$ cat src/core/omx_pkg.sv
// Constants and types for the serial-loaded output multiplexer port
// -----------------------------------------------------------------------
// Overview of operation
// - Switched outputs pass the input port pins straight through after power-up.
// - Force-zero input low drives every output, switched or not, to zero.
// - Write-protect high blocks any change to the stored output registers.
// - Path choice low: switched outputs from the selected source; high: pins.
// - Direct-bit latch is transparent while path choice low with a stored register selected, holds otherwise.
// - Direct-bit value is captured as path choice rises from zero to one.
// - Source select bits 7:6 reset to binary 10, the input port path.
// - A newly written source selection takes effect only at a bus STOP.
// - Select 00 is register A, 01 register B, 10 input port; 11 unused.
// - Stored bits 5 and 3:0 are switched data, bit 4 the direct bit.
// - One select pair exists; both stored registers write and read it.
// - Force high, path high: pins on switched outputs, direct from latch.
// - Capture register reads 000 above five pin bits and is read-only.
// - Pins are sampled into capture on first bus clock after each START.
// - START is SDA falling with SCL high; STOP is SDA rising with SCL high.
// - The block is a bus slave only and never drives the clock line.
// - Answer address 1001110 when address pick is one, 0110111 when zero.
// - The general call address is never acknowledged.
// - Register reads leave the stored registers and select pair unchanged.
// - Reads return register A, B, then capture; master may stop early.
// - Write byte: top two bits pick destination, low six the new value.
// - A written value reaches the stored register about 10 ms later.
// -----------------------------------------------------------------------
package omx_pkg;

    // -------------------------------------------------------------------
    // Bus addresses and register offsets
    // -------------------------------------------------------------------
    localparam logic [6:0] ADDR_PICK_HI = 7'h4e; // 1001 110
    localparam logic [6:0] ADDR_PICK_LO = 7'h37; // 0110 111
    localparam logic [1:0] REG_STORED_A = 2'h0;
    localparam logic [1:0] REG_STORED_B = 2'h1;
    localparam logic [1:0] REG_CAPTURE  = 2'h2;

    // -------------------------------------------------------------------
    // Field layout and select codes
    // -------------------------------------------------------------------
    localparam int         SEL_MSB      = 7;
    localparam int         SEL_LSB      = 6;
    localparam int         DIRECT_BIT   = 4;
    localparam logic [1:0] SEL_STORED_A = 2'h0;
    localparam logic [1:0] SEL_STORED_B = 2'h1;
    localparam logic [1:0] SEL_PORT     = 2'h2;
    localparam logic [1:0] SEL_UNUSED   = 2'h3;
    localparam logic [1:0] SEL_RESET    = SEL_PORT;
    localparam logic [5:0] STORED_RESET = 6'h00;
    localparam logic [2:0] CAPTURE_PAD  = 3'h0;
    localparam logic [3:0] BYTE_END     = 4'h8;

    // -------------------------------------------------------------------
    // Timing
    // -------------------------------------------------------------------
    localparam int CLK_FREQ_HZ    = 40_000_000;
    localparam int COMMIT_TIME_MS = 10;
    localparam int COMMIT_CYC     = CLK_FREQ_HZ / 1000 * COMMIT_TIME_MS;

    // Serial slave states
    typedef enum logic [2:0] {
        ST_IDLE,
        ST_ADDR,
        ST_ADDR_ACK,
        ST_WR,
        ST_WR_ACK,
        ST_RD,
        ST_RD_ACK
    } omx_state_e;

endpackage

$ cat src/core/omx_port.sv
// Serial slave, stored output registers and output multiplexer
`timescale 1ns/1ps
`default_nettype none
module omx_port
    import omx_pkg::*;
#(
    parameter int COMMIT_CYCLES = COMMIT_CYC, // Store commit delay
    parameter int CNT_W         = 20          // Commit timer width
)(
    input  wire logic       I_CLK,          // 40 MHz clock
    input  wire logic       I_RST_B,        // Async reset, active low
    input  wire logic       I_SCL,          // Bus clock in
    input  wire logic       I_SDA,          // Bus data in
    output logic            O_SDA,          // Bus data out, always 0
    output logic            O_SDA_OE_B,     // Low while pulling SDA
    input  wire logic [4:0] I_PORT,         // Input port pins
    input  wire logic       I_FORCE_ZERO_B, // Low forces outputs to 0
    input  wire logic       I_WP,           // Write protect
    input  wire logic       I_PATH_CHOICE,  // High selects pins
    input  wire logic       I_ADDR_PICK,    // Bus address pick
    output logic      [4:0] O_Y,            // Switched outputs
    output logic            O_DIRECT        // Unswitched direct bit
);

    // -------------------------------------------------------------------
    // Parameter checks
    // -------------------------------------------------------------------
    if (COMMIT_CYCLES < 1 || COMMIT_CYCLES >= (2 ** CNT_W)) begin : g_chk
        $error("COMMIT_CYCLES does not fit the commit timer");
    end

    // -------------------------------------------------------------------
    // Declarations
    // -------------------------------------------------------------------
    omx_state_e       state;
    logic             scl_q;
    logic             sda_q;
    logic       [3:0] cnt;
    logic       [7:0] shift;
    logic             rw;
    logic       [1:0] idx;
    logic             drive;
    logic             cap_pend;
    logic       [4:0] capture;
    logic       [5:0] stored_output_a;
    logic       [5:0] stored_output_b;
    logic       [1:0] sel;
    logic       [1:0] sel_pend;
    logic             sel_pv;
    logic             pend_v;
    logic             pend_dst;
    logic       [5:0] pend_dat;
    logic [CNT_W-1:0] timer;
    logic             latch;

    // Read byte for an index; select pair shared by both stores
    function automatic logic [7:0] rd_byte(
        input logic [1:0] i,
        input logic [1:0] s,
        input logic [5:0] a,
        input logic [5:0] b,
        input logic [4:0] c
    );
        logic [7:0] r;
        r = {CAPTURE_PAD, c};
        if (i == REG_STORED_A) begin
            r = {s, a};
        end else if (i == REG_STORED_B) begin
            r = {s, b};
        end
        return r;
    endfunction

    // -------------------------------------------------------------------
    // Bus condition detect
    // -------------------------------------------------------------------
    // Previous samples of the pins give edges and START/STOP
    wire scl_rise  = I_SCL & ~scl_q;
    wire scl_fall  = ~I_SCL & scl_q;
    wire start_det = I_SCL & scl_q & sda_q & ~I_SDA;
    wire stop_det  = I_SCL & scl_q & ~sda_q & I_SDA;

    // Address match; general call can never equal either address
    wire [6:0] own_addr = I_ADDR_PICK ? ADDR_PICK_HI : ADDR_PICK_LO;
    wire       addr_hit = (shift[7:1] == own_addr);
    wire       byte_end = (cnt == BYTE_END);

    // Index of the next byte to send, wrapping after the capture
    wire [1:0] idx_nx = (state == ST_ADDR_ACK || idx == REG_CAPTURE) ?
                        REG_STORED_A : idx + 2'h1;
    wire [7:0] tx_cur  = rd_byte(idx, sel, stored_output_a,
                                 stored_output_b, capture);
    wire [7:0] tx_next = rd_byte(idx_nx, sel, stored_output_a,
                                 stored_output_b, capture);

    // Completed write byte; protect drops it as the acknowledge starts, and the byte is still acknowledged
    wire       wr_end  = scl_fall & (state == ST_WR) & byte_end;
    wire       wr_take = wr_end & ~I_WP;
    wire [1:0] wr_dst  = shift[SEL_MSB:SEL_LSB];

    // Only a low is ever driven; the clock line has no output
    assign O_SDA      = 1'b0;
    assign O_SDA_OE_B = ~drive;

    // -------------------------------------------------------------------
    // Pin history
    // -------------------------------------------------------------------
    // Idle bus is high, so reset as high to avoid a false START
    always_ff @(posedge I_CLK or negedge I_RST_B) begin
        if (!I_RST_B) begin
            scl_q <= 1'b1;
            sda_q <= 1'b1;
        end else begin
            scl_q <= I_SCL;
            sda_q <= I_SDA;
        end
    end

    // -------------------------------------------------------------------
    // Serial slave state machine
    // -------------------------------------------------------------------
    // Sample on SCL rise, change SDA on SCL fall; reads touch no store
    always_ff @(posedge I_CLK or negedge I_RST_B) begin
        if (!I_RST_B) begin
            state <= ST_IDLE;
            cnt   <= 4'h0;
            shift <= 8'h00;
            rw    <= 1'b0;
            idx   <= REG_STORED_A;
            drive <= 1'b0;
        end else if (start_det) begin
            state <= ST_ADDR;
            cnt   <= 4'h0;
            drive <= 1'b0;
        end else if (stop_det) begin
            state <= ST_IDLE;
            drive <= 1'b0;
        end else if (scl_rise) begin
            case (state)
                ST_ADDR, ST_WR: begin
                    shift <= {shift[6:0], I_SDA};
                    cnt   <= cnt + 4'h1;
                end
                ST_RD: cnt <= cnt + 4'h1;
                ST_RD_ACK: begin
                    if (I_SDA) begin
                        state <= ST_IDLE;
                    end
                end
                default: ;
            endcase
        end else if (scl_fall) begin
            case (state)
                ST_ADDR: begin
                    if (byte_end) begin
                        cnt <= 4'h0;
                        if (addr_hit) begin
                            state <= ST_ADDR_ACK;
                            drive <= 1'b1;
                            rw    <= shift[0];
                        end else begin
                            state <= ST_IDLE;
                        end
                    end
                end
                ST_ADDR_ACK: begin
                    if (rw) begin
                        state <= ST_RD;
                        idx   <= idx_nx;
                        drive <= ~tx_next[7];
                    end else begin
                        state <= ST_WR;
                        drive <= 1'b0;
                    end
                end
                ST_WR: begin
                    if (byte_end) begin
                        cnt   <= 4'h0;
                        state <= ST_WR_ACK;
                        drive <= 1'b1;
                    end
                end
                ST_WR_ACK: begin
                    state <= ST_WR;
                    drive <= 1'b0;
                end
                ST_RD: begin
                    if (byte_end) begin
                        cnt   <= 4'h0;
                        state <= ST_RD_ACK;
                        drive <= 1'b0;
                    end else begin
                        drive <= ~tx_cur[3'h7 - cnt[2:0]];
                    end
                end
                ST_RD_ACK: begin
                    state <= ST_RD;
                    idx   <= idx_nx;
                    drive <= ~tx_next[7];
                end
                default: ;
            endcase
        end
    end

    // -------------------------------------------------------------------
    // Input capture
    // -------------------------------------------------------------------
    // Sampled per frame so a read always sees a fresh value
    always_ff @(posedge I_CLK or negedge I_RST_B) begin
        if (!I_RST_B) begin
            cap_pend <= 1'b0;
            capture  <= 5'h00;
        end else if (start_det) begin
            cap_pend <= 1'b1;
        end else if (cap_pend && scl_rise) begin
            cap_pend <= 1'b0;
            capture  <= I_PORT;
        end
    end

    // -------------------------------------------------------------------
    // Shared select pair
    // -------------------------------------------------------------------
    // Pending choice waits for STOP; a fresh write wins over the apply
    always_ff @(posedge I_CLK or negedge I_RST_B) begin
        if (!I_RST_B) begin
            sel      <= SEL_RESET;
            sel_pend <= SEL_RESET;
            sel_pv   <= 1'b0;
        end else begin
            if (stop_det && sel_pv) begin
                sel    <= sel_pend;
                sel_pv <= 1'b0;
            end
            if (wr_take && wr_dst != SEL_UNUSED) begin
                sel_pend <= wr_dst;
                sel_pv   <= 1'b1;
            end
        end
    end

    // -------------------------------------------------------------------
    // Delayed commit into the stored registers
    // -------------------------------------------------------------------
    // Models the slow store; a later write restarts the wait
    always_ff @(posedge I_CLK or negedge I_RST_B) begin
        if (!I_RST_B) begin
            pend_v          <= 1'b0;
            pend_dst        <= 1'b0;
            pend_dat        <= STORED_RESET;
            timer           <= '0;
            stored_output_a <= STORED_RESET;
            stored_output_b <= STORED_RESET;
        end else if (wr_take && wr_dst <= SEL_STORED_B) begin
            pend_v   <= 1'b1;
            pend_dst <= wr_dst[0];
            pend_dat <= shift[5:0];
            timer    <= CNT_W'(COMMIT_CYCLES - 1);
        end else if (pend_v) begin
            if (timer != '0) begin
                timer <= timer - CNT_W'(1);
            end else begin
                pend_v <= 1'b0;
                if (!I_WP && !pend_dst) begin
                    stored_output_a <= pend_dat;
                end else if (!I_WP) begin
                    stored_output_b <= pend_dat;
                end
            end
        end
    end

    // -------------------------------------------------------------------
    // Output multiplexer
    // -------------------------------------------------------------------
    // Unused code 11 falls back to the pins as the safe path
    wire [5:0] src_dat = (sel == SEL_STORED_A) ? stored_output_a :
                         stored_output_b;
    wire       src_nv  = (sel == SEL_STORED_A) || (sel == SEL_STORED_B);
    wire [4:0] nv_y    = {src_dat[5], src_dat[3:0]};
    wire next_latch = (!I_PATH_CHOICE && src_nv) ?
                      src_dat[DIRECT_BIT] : latch;
    wire [4:0] next_y = !I_FORCE_ZERO_B ? 5'h00 :
                        (I_PATH_CHOICE || !src_nv) ? I_PORT :
                        nv_y;

    // Registered outputs; one cycle from pin change to output
    always_ff @(posedge I_CLK or negedge I_RST_B) begin
        if (!I_RST_B) begin
            latch    <= 1'b0;
            O_Y      <= 5'h00;
            O_DIRECT <= 1'b0;
        end else begin
            latch    <= next_latch;
            O_Y      <= next_y;
            O_DIRECT <= I_FORCE_ZERO_B & next_latch;
        end
    end
endmodule
`default_nettype wire

$ cat config.mk
export PLATFORM = sky130hd
export DESIGN_NAME = omx_port
export DESIGN_NICKNAME = d
export VERILOG_FILES = /design/src/core/omx_pkg.sv /design/src/core/omx_port.sv
export SDC_FILE = /design/constraint.sdc
export NUM_CORES = 1
export LEC_CHECK = 0
export BUFFER_PORTS_ARGS = -buffer_cell sky130_fd_sc_hd__buf_2
export CELL_PAD_IN_SITES_DETAIL_PLACEMENT = 0
export CELL_PAD_IN_SITES_GLOBAL_PLACEMENT = 2
export CORE_ASPECT_RATIO = 1.5
export CORE_MARGIN = 3
export CORE_UTILIZATION = 44
export CTS_CLUSTER_SIZE = 12
export DETAILED_ROUTE_END_ITERATION = 8
export PLACE_DENSITY_LB_ADDON = 0.05
export SETUP_SLACK_MARGIN = 0.3
export SLEW_MARGIN = 20
export SYNTH_ARGS = -nofsm -noshare
export SYNTH_HDL_FRONTEND = slang
export SYNTH_SLANG_ARGS = --single-unit
export TNS_END_PERCENT = 5
$ cat constraint.sdc
create_clock -name I_CLK -period 7.34 [get_ports I_CLK]
set_input_delay 0.734 -clock I_CLK [delete_from_list [all_inputs] [get_ports I_CLK]]
set_output_delay 0.734 -clock I_CLK [all_outputs]
set_load 0.03 [all_outputs]
Word level (Yosys, flattened, before mapping)
Index checks and enable logic that the tools add are counted.
{"block": "word_totals", "ff_bits": 79, "input_bits": 13, "output_inout_bits": 8, "wordCells": 171}
{"block": "classes", "addsub": 4, "n_lt_le_gt_ge": 2, "eq_ne": 26, "mux": 53, "bitwise_logic": 25, "n_reduce_logical": 39}
{"cell": "2-to-1 mux 20 bit", "n": 3}
{"cell": "2-to-1 mux 8 bit", "n": 4}
{"cell": "2-to-1 mux 3 bit", "n": 10}
{"cell": "2-to-1 mux 4 bit", "n": 7}
{"cell": "nonzero test 20 bit", "n": 1}
{"cell": "subtractor 20 x 1 -> 20 bit, second input constant", "n": 1}
{"cell": "2-to-1 mux 1 bit", "n": 18}
{"cell": "case mux 3 bit (6 select lines)", "n": 1}
{"cell": "inequality test 5 bit, second input constant", "n": 3}
{"cell": "inverter 1 bit", "n": 14}
{"cell": "AND reduction 7 bit", "n": 2}
{"cell": "inequality test 4 bit, second input constant", "n": 3}
{"cell": "AND reduction 6 bit", "n": 2}
{"cell": "AND 1 bit", "n": 11}
{"cell": "2-to-1 mux 5 bit", "n": 2}
{"cell": "AND reduction 5 bit", "n": 2}
{"cell": "nonzero test 2 bit", "n": 5}
{"cell": "equality test 3 bit, second input constant", "n": 3}
{"cell": "nonzero test 3 bit", "n": 3}
{"cell": "AND reduction 4 bit", "n": 2}
{"cell": "nonzero test 8 bit", "n": 1}
{"cell": "equality test 7 bit", "n": 1}
{"cell": "2-to-1 mux 7 bit", "n": 1}
{"cell": "equality test 2 x 1 -> 1 bit, second input constant", "n": 3}
{"cell": "other kinds (27)", "n": 46}

Depth between registers and ports, before layout
Gate-level depths: netlist of run 1.
{"block": "logic_depth", "ltp_word": 13, "ltp_mapped": 9, "ltp_nobuf": 7}

Least setup slack after synthesis of run 1
Ideal clock, no wire load.
{"block": "synth_timing", "kind": "reg2reg", "startpoint": "register timer[8]", "endpoint": "register stored_output_b[0]", "setup_time_ns": 0.125, "arrival_ns": 2.993, "required_ns": 7.215, "setup_slack_ns": 4.222, "stages_incl_launch_ff": 8, "path_buffers": 2, "synth_period_minus_slack_ns": 3.118, "path_cell_list": "dfrtp_1 or4_2 or3_1 buf_6 or4_4 or4_1 buf_6 mux2_4"}
{"block": "synth_via", "elab_chain_len": 3}
{"item": "from (decl)", "line_no": "omx_port.sv:53", "rtl": "logic [CNT_W-1:0] timer;"}
{"item": "from (signal assigned)", "line_no": "omx_port.sv:259", "rtl": "timer <= CNT_W'(COMMIT_CYCLES - 1);"}
{"item": "from (signal assigned)", "line_no": "omx_port.sv:262", "rtl": "timer <= timer - CNT_W'(1);"}
{"item": "nonzero test 20 bit", "line_no": "omx_port.sv:261", "rtl": "if (timer != '0) begin"}
{"item": "inverter 1 bit (no line)"}
{"item": "AND reduction 5 bit (no line)"}
{"item": "to (signal assigned)", "line_no": "omx_port.sv:268", "rtl": "stored_output_b <= pend_dat;"}
{"item": "to (decl)", "line_no": "omx_port.sv:46", "rtl": "logic [5:0] stored_output_b;"}
No other way between the ends.
A chain may end at the register's enable or synchronous reset.

Worst setup path after layout of run 1
{"block": "layout_timing", "startpoint": "register timer[8]", "endpoint": "register stored_output_b[2]"}
The elaborated chain is that of the path after synthesis.

==> impl_results.rst, run 1 <==
.. list-table::
   :header-rows: 1

   * - Metric
     - Value
   * - Quantity of I/O buffers inserted on ports
     - 19
   * - Data arrival time of the critical path
     - 3.60 ns
   * - Number of maximum-capacitance violations
     - 0
   * - Clock sinks
     - 79
   * - Estimated wirelength of the detail-placed design
     - 6680 um
   * - Final RePlAce weighted congestion
     - 0.772
   * - Ratio of final minimum period to clock period
     - 46.1%
   * - Max-slew headroom
     - 33.6%
   * - Count of antenna-violating nets left after detailed routing
     - 0
   * - Number of buffers and inverters on the critical path
     - 0
   * - Via count of the first global-routing pass
     - 3087
   * - Count of vias placed by the detailed router
     - 3033
   * - Number of buffers added to fix hold violations after cts
     - 0
   * - DIE HEIGHT
     - 126 um
   * - Horizontal die dimension
     - 85.8 um
   * - Clock buffers created by TritonCTS
     - 9
   * - Final core occ
     - 50.5%
   * - Aggregate negative setup slack
     - 0 ns
   * - Slowest cell delay on critical path
     - 0.73 ns
   * - Timing-limited maximum frequency
     - 295 MHz
   * - Cell at the slowest stage of the critical path
     - sky130_fd_sc_hd__or4_1
   * - Net count, final
     - 437
   * - Buffer type at the clock tree root
     - sky130_fd_sc_hd__clkbuf_16
   * - Antenna violations before repair
     - 0
   * - Number of synthesized register bits
     - 79
   * - All-layer global routing usage
     - 18.3%
   * - Count of unique library cells instantiated by Yosys
     - 59
   * - Share of layout cells above drive strength 1
     - 21.5%
   * - Top delay family on crit path
     - simple AND/OR/NAND/NOR gates
   * - Setup repair after global routing missed its margin
     - false
   * - Maximum clock skew at final layout
     - 0.00781 ns
   * - Critical-path cell list
     - or4_2 > or3_1 > or4_4 > or4_1 > mux2_4
   * - Row cnt
     - 43
   * - YS warnings
     - 0
   * - Sequential area share after synthesis
     - 47.2%
   * - Number of flops mapped to enable cells by yosys
     - 0
   * - Total Wirelength
     - 9230 um
   * - Drt wl/cell
     - 17.4 um
   * - Clock latency on the worst-skew pair
     - 0.33 ns
   * - Beginning of the worst register-to-register path
     - timer[8]$_DFFE_PN0P_
   * - Final routed DRC violation total
     - 0
   * - Portion of synthesized cell area occupied by the leading cell type
     - 44.7%
   * - Leakage component of the power
     - 0.00202 uW
   * - Mean cell area of the mapped netlist
     - 10.4 sq um
   * - Number of instances resized during post-cts repair
     - 0
   * - Post-synthesis instance total
     - 403
   * - Share of synthesized registers carrying an async set or reset
     - 100%
   * - Primary FF master, synth
     - sky130_fd_sc_hd__dfrtp_1
   * - Total power divided by cell area
     - 263 nW/um^2
   * - Worst min-delay path category
     - input pin to async pin
   * - Overall die area
     - 10800 sq um
   * - Post-synthesis instance area
     - 4200 sq um
   * - Post-Synthesis Net Count
     - 426
   * - Type of the setup path with the least slack
     - register to register
   * - Worst supply voltage drop on vdd
     - 0.000158 V
   * - Worst EP required
     - 7.55 ns
   * - Clock Pin Slew Worst Setup and Hold Paths
     - 0.06 ns
   * - CP Launch Type
     - register
   * - Global-route wire length before repair
     - 15500 um
   * - Hold slack
     - 0.413 ns
   * - Initial drt markers
     - 149
   * - Final setup fails
     - 0
   * - Max Buffers Root-to-Sink
     - 2
   * - Total setup buffers inserted after CTS
     - 0
   * - H-tree lvl count
     - 3
   * - FF/Latch Area
     - 1980 sq um
   * - Diodes inserted
     - 0
   * - Combined area of the multi-input logic cells
     - 2060 sq um
   * - Register-to-Register Path Depth
     - 5
   * - Critical Path Fanout Max
     - 10
   * - Result of the run
     - completed
   * - Initial core utilization
     - 45.2%
   * - Hold violation total from the final report
     - 0
   * - Floorplan core area
     - 9310 sq um
   * - I/O pin count
     - 21
   * - Element type at the critical path end
     - register
   * - GR Overflow Total
     - 0
   * - Area overhead of the layout relative to synthesis
     - 11.9%
   * - Cell types occupying the most area after synthesis
     - sky130_fd_sc_hd__dfrtp_1, sky130_fd_sc_hd__mux2_2, sky130_fd_sc_hd__nand2_1
   * - Leading area contributor after synthesis
     - sky130_fd_sc_hd__dfrtp_1
   * - Slack of the worst reg-to-reg path
     - 3.96 ns
   * - Number of iterations in the first detailed-routing pass
     - 4
   * - Detailed-route vias per instance
     - 5.71
   * - Filler instances
     - 853
   * - Largest net degree at the start of global routing
     - 80
   * - TritonCTS clock tree
     - done
   * - Final period demand of the worst path
     - 3.38 ns
   * - End of the worst register-to-register path
     - stored_output_b[2]$_DFFE_PN0P_
   * - Slew at the pin closest to its max-slew limit
     - 0.987 ns
   * - Count of pins over their slew limit
     - 0
where the power goes:
part | internal, uW | switching (uW)
logic | 92.9 | 96.1
clock network | 318 | 173
registers | 490 | 66.6
total | 901 | 336
kinds of logic after synthesis:
family | Yosys count | share of synthesized area [%]
muxes | 48 | 13.3
adders and majority gates | 10 | 2.98
buffers and inverters | 38 | 3.93
xor gates and xnor gates | 9 | 1.88
AOI/OAI and AO/OA | 60 | 10.2
and+or+nand+nor | 158 | 20.5
DFF | 79 | 47.2
other | 1 | 0.0892
cell type report:
cell class / count / area share [%]
multi-input cells: 286 / 43.9
clock inverters: 4 / 1.65
repair buffers: 22 / 2.63
clock buffers: 12 / 5.46
inverters: 16 / 1.28
flip-flops and latches: 79 / 42.2
well taps: 112 / 2.98
routing by layer:
metal | track usage (%) | up-vias | share of wire [%] | routed length, um
met5 | 0 | - | 0 | 0
met4 | 6.15 | 0 | 1.8 | 165
met3 | 3.34 | 15 | 2.6 | 239
met2 | 32.3 | 42 | 54 | 4950
met1 | 22.1 | 1499 | 42 | 3870
li1 | - | 1477 | - | -
how the worst max path moves through the flow:
stage                    startpoint                             end  slack [ns]  depth (start not counted)
2_1_floorplan  timer[8]$_DFFE_PN0P_  stored_output_b[0]$_DFFE_PN0P_        4.22                          7
3_3_place_gp   timer[8]$_DFFE_PN0P_  stored_output_b[1]$_DFFE_PN0P_        4.02                          5
3_5_place_dp   timer[8]$_DFFE_PN0P_  stored_output_b[2]$_DFFE_PN0P_        3.97                          5
4_1_cts        timer[4]$_DFFE_PN0P_  stored_output_b[2]$_DFFE_PN0P_        3.96                          5
5_1_grt        timer[8]$_DFFE_PN0P_  stored_output_b[2]$_DFFE_PN0P_        3.86                          5
6_report       timer[8]$_DFFE_PN0P_  stored_output_b[2]$_DFFE_PN0P_        3.96                          5
stage by stage:
step / worst slack (ns) / cell area, sq um / total power (uW) / cells
after floorplan: 4.22 / 4200 / 695 / 403
after CTS: 3.96 / 4700 / 1260 / 531
final: 3.96 / 4700 / 1240 / 531
after global placement: 4.02 / 4360 / 752 / 515
after detailed placement: 3.97 / 4360 / 756 / 515
after global routing: 3.86 / 4700 / 1310 / 531
placed cells by master (no fill, tap or decap), types with 4 or more instances in the layout:
cell type	Yosys	final
sky130_fd_sc_hd__a211oi_1	5	5
sky130_fd_sc_hd__nor4_1	8	7
sky130_fd_sc_hd__nor2b_1	5	5
sky130_fd_sc_hd__o211a_1	5	5
sky130_fd_sc_hd__nor2_1	31	31
sky130_fd_sc_hd__ha_1	10	10
sky130_fd_sc_hd__mux2i_1	13	13
sky130_fd_sc_hd__o31ai_1	7	7
sky130_fd_sc_hd__nand2_1	42	42
sky130_fd_sc_hd__or3_1	8	8
sky130_fd_sc_hd__mux2_4	6	6
sky130_fd_sc_hd__nand3_1	9	9
sky130_fd_sc_hd__mux2_2	28	28
sky130_fd_sc_hd__o211ai_1	5	5
sky130_fd_sc_hd__and2_1	4	4
sky130_fd_sc_hd__inv_1	16	16
sky130_fd_sc_hd__nand3b_1	4	4
sky130_fd_sc_hd__or4_1	10	10
sky130_fd_sc_hd__o21ai_0	12	12
sky130_fd_sc_hd__xnor2_1	7	7
sky130_fd_sc_hd__dfrtp_1	75	75
sky130_fd_sc_hd__or3b_2	4	4
sky130_fd_sc_hd__clkbuf_16	0	9
sky130_fd_sc_hd__nor3_1	9	9
sky130_fd_sc_hd__buf_2	3	18
sky130_fd_sc_hd__dfstp_2	4	4
sky130_fd_sc_hd__a21oi_1	9	9
registers in the layout, summed over array words and instances, names as in the netlist, 4 cells and up:
register / cells
O_Y: 5
capture: 5
pend_dat: 6
stored_output_b: 6
cnt: 4
shift: 8
timer: 20
stored_output_a: 6
cell usage after synthesis, types with 9 or more instances:
master / count
sky130_fd_sc_hd__nor2_1: 31
sky130_fd_sc_hd__clkbuf_1: 16
sky130_fd_sc_hd__nand3_1: 9
sky130_fd_sc_hd__nand2_1: 42
sky130_fd_sc_hd__o21ai_0: 12
sky130_fd_sc_hd__mux2_2: 28
sky130_fd_sc_hd__dfrtp_1: 75
sky130_fd_sc_hd__mux2i_1: 13
sky130_fd_sc_hd__or4_1: 10
sky130_fd_sc_hd__nor3_1: 9
sky130_fd_sc_hd__a21oi_1: 9
sky130_fd_sc_hd__inv_1: 16
sky130_fd_sc_hd__ha_1: 10
No activity file was read; power rests on OpenSTA's default activity.
==> run 2: changes to the inputs <==
Settings changed: CORE_UTILIZATION 44 to 37.
Clock period 7.34 ns to 2.9 ns, I/O delays scaled along.
==> run 2 against run 1 <==
Compared with the run above:
- the run now ends with negative hold slack left
- final cell count increased by 9.0%
- setup slack got worse by 3.9 ns
- critical path type unchanged
- clock-buffer cell count shrank 3
- routed wire length grew 6.0%
- flip-flop and latch count stayed put
- clock power up 120%
- critical endpoint is now stored_output_b[4]$_DFFE_PN0P_
- sequential power up 150%
- register-to-register slack worse by 3.9 ns
- via count rose by 1.7%
- first-iteration DRC count fell by 23%
- total power increased by 140%
==> impl_results.rst, run 2 (same netlist as run 1, synthesis figures left out) <==
.. list-table::
   :header-rows: 1

   * - Metric
     - Value
   * - Result of the run
     - finished, violations left
   * - Failing checks
     - negative hold slack
   * - Final routed DRC violation total
     - 0 (unchanged)
   * - Hold slack
     - -0.0304 ns (-0.443 ns)
   * - Detailed-route vias per instance
     - 5.33 (-6.7%)
   * - Type of the setup path with the least slack
     - register to register
   * - H-tree lvl count
     - 3 (unchanged)
   * - Design Power
     - 3010 uW (+140%)
   * - Number of iterations in the first detailed-routing pass
     - 4 (unchanged)
   * - Largest net degree at the start of global routing
     - 80 (unchanged)
   * - Launching element of the worst setup path
     - timer[4]$_DFFE_PN0P_
   * - Leading cell types in the layout, fill and taps excluded
     - sky130_fd_sc_hd__dfrtp_1, sky130_fd_sc_hd__nand2_1, sky130_fd_sc_hd__nor2_1
   * - Initial drt markers
     - 115 (-23%)
   * - Drt wl/cell
     - 16.9 um (-2.8%)
   * - Net count, final
     - 450 (+3.0%)
   * - Count of pins over their slew limit
     - 0 (unchanged)
   * - Register-to-Register Path Depth
     - 5 (unchanged)
   * - I/O pin count
     - 21 (unchanged)
   * - DIE HEIGHT
     - 137 um (+8.6%)
   * - Number of buffers added to fix hold violations after cts
     - 0 (unchanged)
   * - Via count of the first global-routing pass
     - 3117 (+0.97%)
   * - Hold violation total from the final report
     - 9 (+9)
   * - Global-route wire length before repair
     - 16200 um (+4.5%)
   * - Worst EP required
     - 3.12 ns (-4.43 ns)
   * - Quantity of I/O buffers inserted on ports
     - 19 (unchanged)
   * - Slew at the pin closest to its max-slew limit
     - 0.776 ns (-0.211 ns)
   * - Final period demand of the worst path
     - 2.80 ns (-0.582 ns)
   * - Leading registers by flop count
     - timer (20), shift (8)
   * - Timing-limited maximum frequency
     - 357 MHz (+21%)
   * - Ratio of final minimum period to clock period
     - 96.6% (+51 points)
   * - Max Buffers Root-to-Sink
     - 2 (unchanged)
   * - Final RePlAce weighted congestion
     - 0.750 (-2.8%)
   * - GR Overflow Total
     - 0 (unchanged)
   * - Row cnt
     - 47 (+9.3%)
   * - Overall die area
     - 12700 sq um (+18%)
   * - Area overhead of the layout relative to synthesis
     - 14.6%
   * - Floorplan core area
     - 11100 sq um (+19%)
   * - Total Wirelength
     - 9780 um (+6.0%)
   * - Beginning of the worst register-to-register path
     - timer[4]$_DFFE_PN0P_
   * - Clock buffers created by TritonCTS
     - 9 (unchanged)
   * - Clock latency on the worst-skew pair
     - 0.33 ns (about the same)
   * - Antenna violations before repair
     - 0 (unchanged)
   * - Max-slew headroom
     - 48.1% (+14 points)
   * - Dpl cell area
     - 4500 sq um (+3.2%)
   * - Final core occ
     - 43.6% (-6.9 points)
   * - Aggregate negative setup slack
     - 0 ns (unchanged)
   * - Count of antenna-violating nets left after detailed routing
     - 0 (unchanged)
   * - Leakage component of the power
     - 0.00206 uW (+2.1%)
   * - Maximum clock skew at final layout
     - 0.00703 ns (-0.000778 ns)
   * - Clock sinks
     - 79 (unchanged)
   * - Share of layout cells above drive strength 1
     - 25.5% (+4.0 points)
   * - Number of maximum-capacitance violations
     - 0 (unchanged)
   * - Worst supply voltage drop on vdd
     - 0.000271 V (+71%)
   * - Worst min-delay path category
     - input pin to async pin
   * - Horizontal die dimension
     - 93.0 um (+8.4%)
   * - Buffer type at the clock tree root
     - sky130_fd_sc_hd__clkbuf_16
   * - All-layer global routing usage
     - 16.5% (-1.8 points)
   * - Count of vias placed by the detailed router
     - 3085 (+1.7%)
   * - Register with the most flip-flops
     - timer
   * - Critical Path Fanout Max
     - 6 (-4)
   * - Total power divided by cell area
     - 625 nW/um^2 (+140%)
   * - Most common library cell in the layout ignoring fill and taps
     - sky130_fd_sc_hd__dfrtp_1
   * - Data arrival time of the critical path
     - 3.02 ns (-0.58 ns)
   * - Estimated wirelength of the detail-placed design
     - 7100 um (+6.4%)
   * - TritonCTS clock tree
     - done
   * - CP Launch Type
     - register
   * - Final setup fails
     - 0 (unchanged)
   * - Diodes inserted
     - 0 (unchanged)
   * - Element type at the critical path end
     - register
   * - Initial core utilization
     - 38.0% (-7.1 points)
   * - Final Instance Area
     - 4820 sq um (+2.4%)
   * - Number of flip-flops in the largest register
     - 20 (unchanged)
   * - Setup repair after global routing missed its margin
     - true
   * - Clock Pin Slew Worst Setup and Hold Paths
     - 0.07 ns (about the same)
-- run 2: changes by cell type in the layout (fill, tap and decap cells not counted), moves of 2 or more --
| cell | before | now |
|---|---|---|
| sky130_fd_sc_hd__buf_4 | 3 | 16 |
| sky130_fd_sc_hd__or4_4 | 1 | 5 |
| sky130_fd_sc_hd__inv_6 | 0 | 3 |
| sky130_fd_sc_hd__or4_1 | 10 | 7 |
| sky130_fd_sc_hd__bufinv_16 | 2 | 0 |
| sky130_fd_sc_hd__clkbuf_8 | 2 | 0 |
| sky130_fd_sc_hd__clkinvlp_4 | 0 | 2 |
-- run 2: worst paths after layout --
path	endpoint	slack (ns)
min in group I_CLK	scl_q$_DFF_PN1_	0.08
max in group asynchronous	shift[2]$_DFFE_PN0P_	2.41
worst min register to register	sel_pend[1]$_DFFE_PN1P_	0.50
worst max register to register	stored_output_b[4]$_DFFE_PN0P_	0.1
worst max-delay path	stored_output_b[4]$_DFFE_PN0P_	0.1
worst min-delay path	drive$_DFFE_PN0P_	-0.03
-- run 2: power by group --
part	internal, uW	total [uW]	switching [uW]
sequential	1240	1390	152
combinational	258	534	276
clock	596	1090	491
total	2090	3010	919
-- run 2: cell type report --
| type | instances | area, sq um |
|---|---|---|
| Fill cell | 1119 | 6240 |
| Multi-Input combinational cell | 286 | 2080 |
| Sequential cell | 79 | 1980 |
| Clock buffer | 9 | 225 |
| Timing Repair Buffer | 35 | 221 |
| Tap cell | 147 | 184 |
| Clock inverter | 7 | 61.3 |
| Inverter | 16 | 60.1 |
-- run 2: critical path: stages, from the launching register on --
cell and delay (ns):
sky130_fd_sc_hd__dfrtp_1 0.38, sky130_fd_sc_hd__or4_4 0.54, sky130_fd_sc_hd__or3_4 0.38, sky130_fd_sc_hd__or4_4 0.45
sky130_fd_sc_hd__or4_4 0.62, sky130_fd_sc_hd__mux2_4 0.33
-- run 2: metrics by stage --
step | worst slack (ns) | cells
floorplan | -0.0735 | 403
global placement | 0.0901 | 562
detailed placement | 0.0686 | 562
CTS | 0.0749 | 579
global route | 0.0492 | 579
finish | 0.0972 | 579
-- run 2: timing repair --
action	CTS	global route
setup buffers	1	0
endpoints found under the hold margin	0	0
pin swaps	2	1
endpoints found under the setup margin	13	15
gates resized for setup	2	3
-- run 2: per-layer routing --
metal | vias up | part of all wire (%) | global-route usage [%]
met5 | - | 0 | 0
met1 | 1536 | 42 | 19.1
met3 | 11 | 2.0 | 2.70
met2 | 26 | 54 | 29.9
met4 | 0 | 2.5 | 6.60
li1 | 1512 | - | -
==> run 3: changes to the inputs <==
Settings changed: CORE_ASPECT_RATIO 1.5 to 1.2.
==> run 3 against run 2 <==
Compared with the run above:
- the run still ends with negative hold slack left
- clock-buffer cell count unchanged
- largest cell class unchanged
- sequential power about the same
- final cell count up 1.0%
- die area down 0.17%
- sequential share of layout area down 0.65 points
- highest routed layer unchanged
- combinational power down 1%
- final area up 1.6%
==> impl_results.rst, run 3 (same netlist as run 1, synthesis figures left out) <==
.. list-table::
   :header-rows: 1

   * - Metric
     - Value
   * - Top delay family on crit path
     - simple AND/OR/NAND/NOR gates
   * - Detailed-route vias per instance
     - 5.19 (-2.5%)
   * - Count of antenna-violating nets left after detailed routing
     - 0 (unchanged)
   * - Reported net switching power
     - 881 uW (-4.2%)
   * - Slew at the pin closest to its max-slew limit
     - 0.753 ns (-0.0233 ns)
   * - Worst supply voltage drop on vdd
     - 0.000270 V (about the same)
   * - Element type at the critical path end
     - register
   * - Horizontal die dimension
     - 103 um (+11%)
   * - Total Wirelength
     - 9700 um (-0.80%)
   * - CP Launch Type
     - register
   * - Critical-path cell list
     - or4_4 > or3_4 > or4_4 > or4_4 > mux2_4
   * - I/O pin count
     - 21 (unchanged)
   * - Final Instance Area
     - 4890 sq um (+1.6%)
   * - Net count, final
     - 450 (unchanged)
   * - Number of buffers added to fix hold violations after cts
     - 0 (unchanged)
   * - Number of flip-flops in the largest register
     - 20 (unchanged)
   * - Row cnt
     - 42 (-11%)
   * - Data arrival time of the critical path
     - 3.04 ns (+0.02 ns)
   * - Hold slack
     - -0.0135 ns (+0.0169 ns)
   * - Hold violation total from the final report
     - 3 (-6)
   * - Critical Path Fanout Max
     - 6 (unchanged)
   * - Overall die area
     - 12700 sq um (-0.17%)
   * - Timing-limited maximum frequency
     - 355 MHz (-0.58%)
   * - Register with the most flip-flops
     - timer
   * - Worst EP required
     - 3.12 ns (about the same)
   * - Dpl cell area
     - 4510 sq um (+0.19%)
   * - Combinational power share
     - 16.4% (-1.3 points)
   * - Slowest cell delay on critical path
     - 0.63 ns (about the same)
   * - Via count of the first global-routing pass
     - 3074 (-1.4%)
   * - Leading registers by flop count
     - timer (20), shift (8)
   * - Initial drt markers
     - 80 (-30%)
   * - Most common library cell in the layout ignoring fill and taps
     - sky130_fd_sc_hd__dfrtp_1
   * - Leakage component of the power
     - 0.00209 uW (+1.1%)
   * - GR Overflow Total
     - 0 (unchanged)
   * - Count of vias placed by the detailed router
     - 3038 (-1.5%)
   * - Final RePlAce weighted congestion
     - 0.740 (-1.3%)
   * - Largest net degree at the start of global routing
     - 80 (unchanged)
   * - H-tree lvl count
     - 3 (unchanged)
   * - Max-slew headroom
     - 49.8% (+1.7 points)
   * - Leading cell types in the layout, fill and taps excluded
     - sky130_fd_sc_hd__dfrtp_1, sky130_fd_sc_hd__nand2_1, sky130_fd_sc_hd__nor2_1
   * - Clock Pin Slew Worst Setup and Hold Paths
     - 0.06 ns (about the same)
   * - Initial core utilization
     - 37.9% (-0.11 points)
   * - Diodes inserted
     - 0 (unchanged)
   * - Antenna violations before repair
     - 0 (unchanged)
   * - Clk pwr share
     - 40.2% (+4.1 points)
   * - Count of pins over their slew limit
     - 0 (unchanged)
   * - Setup repair after global routing missed its margin
     - true
   * - TritonCTS clock tree
     - done
   * - Buffer type at the clock tree root
     - sky130_fd_sc_hd__clkbuf_16
   * - Failing checks
     - negative hold slack
   * - Final setup fails
     - 0 (unchanged)
   * - Number of iterations in the first detailed-routing pass
     - 4 (unchanged)
   * - Switching share of total power
     - 27.5% (-3.1 points)
   * - Number of maximum-capacitance violations
     - 0 (unchanged)
   * - Estimated wirelength of the detail-placed design
     - 6870 um (-3.3%)
   * - DIE HEIGHT
     - 123 um (-10%)
   * - Quantity of I/O buffers inserted on ports
     - 19 (unchanged)
   * - Floorplan core area
     - 11100 sq um (+0.29%)
   * - Final routed DRC violation total
     - 0 (unchanged)
   * - Area overhead of the layout relative to synthesis
     - 16.5%
   * - Number of buffers and inverters on the critical path
     - 0 (unchanged)
   * - Share of layout cells above drive strength 1
     - 25.5% (+0.059 points)
   * - Worst min-delay path category
     - input pin to async pin
   * - Total power divided by cell area
     - 655 nW/um^2 (+4.8%)
   * - Result of the run
     - finished, violations left
   * - Internal portion of total power
     - 2330 uW (+11%)
   * - Clock latency on the worst-skew pair
     - 0.34 ns (about the same)
   * - Final period demand of the worst path
     - 2.82 ns (+0.0164 ns)
   * - Cell occurring most often along the worst timing path
     - sky130_fd_sc_hd__or4_4
   * - Clock buffers created by TritonCTS
     - 9 (unchanged)
   * - All-layer global routing usage
     - 16.4% (-0.026 points)
   * - Max Buffers Root-to-Sink
     - 2 (unchanged)
   * - Drt wl/cell
     - 16.6 um (-1.8%)
   * - Clock sinks
     - 79 (unchanged)
   * - Cell at the slowest stage of the critical path
     - sky130_fd_sc_hd__or4_4
   * - Maximum clock skew at final layout
     - 0.00659 ns (-0.000438 ns)
   * - Ratio of final minimum period to clock period
     - 97.2% (+0.56 points)
   * - Type of the setup path with the least slack
     - register to register
   * - Global-route wire length before repair
     - 15800 um (-2.0%)
   * - Sequential fraction of design power
     - 43.4% (-2.8 points)
-- run 3: changes by cell type in the layout (fill, tap and decap cells not counted), moves of 2 or more --
cell | before | now
sky130_fd_sc_hd__inv_6 | 3 | 0
sky130_fd_sc_hd__a2111oi_0 | 3 | 1
sky130_fd_sc_hd__mux2_2 | 28 | 26
sky130_fd_sc_hd__bufinv_16 | 0 | 3
sky130_fd_sc_hd__mux2_4 | 6 | 8
-- run 3: through the flow --
stage	TNS [ns]	setup slack (ns)	util (%)	cells	power, uW
2_1_floorplan	-0.441	-0.0735	-	403	1760
3_5_place_dp	0	0.0745	40.7	569	1940
3_3_place_gp	0	0.105	40.7	569	1930
4_1_cts	0	0.0692	43.7	584	3240
6_report	0	0.0809	44.1	585	3210
5_1_grt	-0.0267	-0.0141	44.1	585	3380
-- run 3: path summary, 6_finish.rpt --
check | start | to | cells past startpoint | slack, ns
max | timer[8]$_DFFE_PN0P_ | stored_output_b[2]$_DFFE_PN0P_ | 5 | 0.08
min | I_RST_B | state[1]$_DFFE_PN0P_ | 1 | -0.01
max reg2reg | timer[8]$_DFFE_PN0P_ | stored_output_b[2]$_DFFE_PN0P_ | 5 | 0.08
min reg2reg | sel_pend[1]$_DFFE_PN1P_ | sel_pend[1]$_DFFE_PN1P_ | 2 | 0.50
max in group asynchronous | I_RST_B | O_Y[2]$_DFF_PN0_ | 1 | 2.39
min in group I_CLK | I_SCL | scl_q$_DFF_PN1_ | 1 | 0.08
-- run 3: layout make-up --
type	count	area, sq um
Inverter	16	60.1
Timing Repair Buffer	35	221
Tap cell	154	193
Sequential cell	79	1980
Clock inverter	6	110
Multi-Input combinational cell	286	2100
Clock buffer	9	225
Fill cell	1081	6190
-- run 3: timing repair --
action | CTS | global route
setup buffers | 0 | 1
cloned | 0 | 0
resized for setup | 0 | 10
pin swaps | 0 | 1
endpoints found under the setup margin | 13 | 15
-- run 3: metal layers --
layer | wire (um) | GRT usage [%] | vias to the layer above
met2 | 4960 | 27.7 | 32
met3 | 236 | 3.81 | 9
met4 | 114 | 4.62 | 0
met1 | 4400 | 20.9 | 1496
li1 | - | - | 1501
met5 | 0 | 0 | -
-- run 3: power by group through the flow --
stage	combinational (uW)	sequential, uW	clock, uW
2_1_floorplan	410	1350	0
3_3_place_gp	524	1410	0
3_5_place_dp	527	1410	0
4_1_cts	530	1390	1320
5_1_grt	593	1410	1380
6_report	526	1390	1290
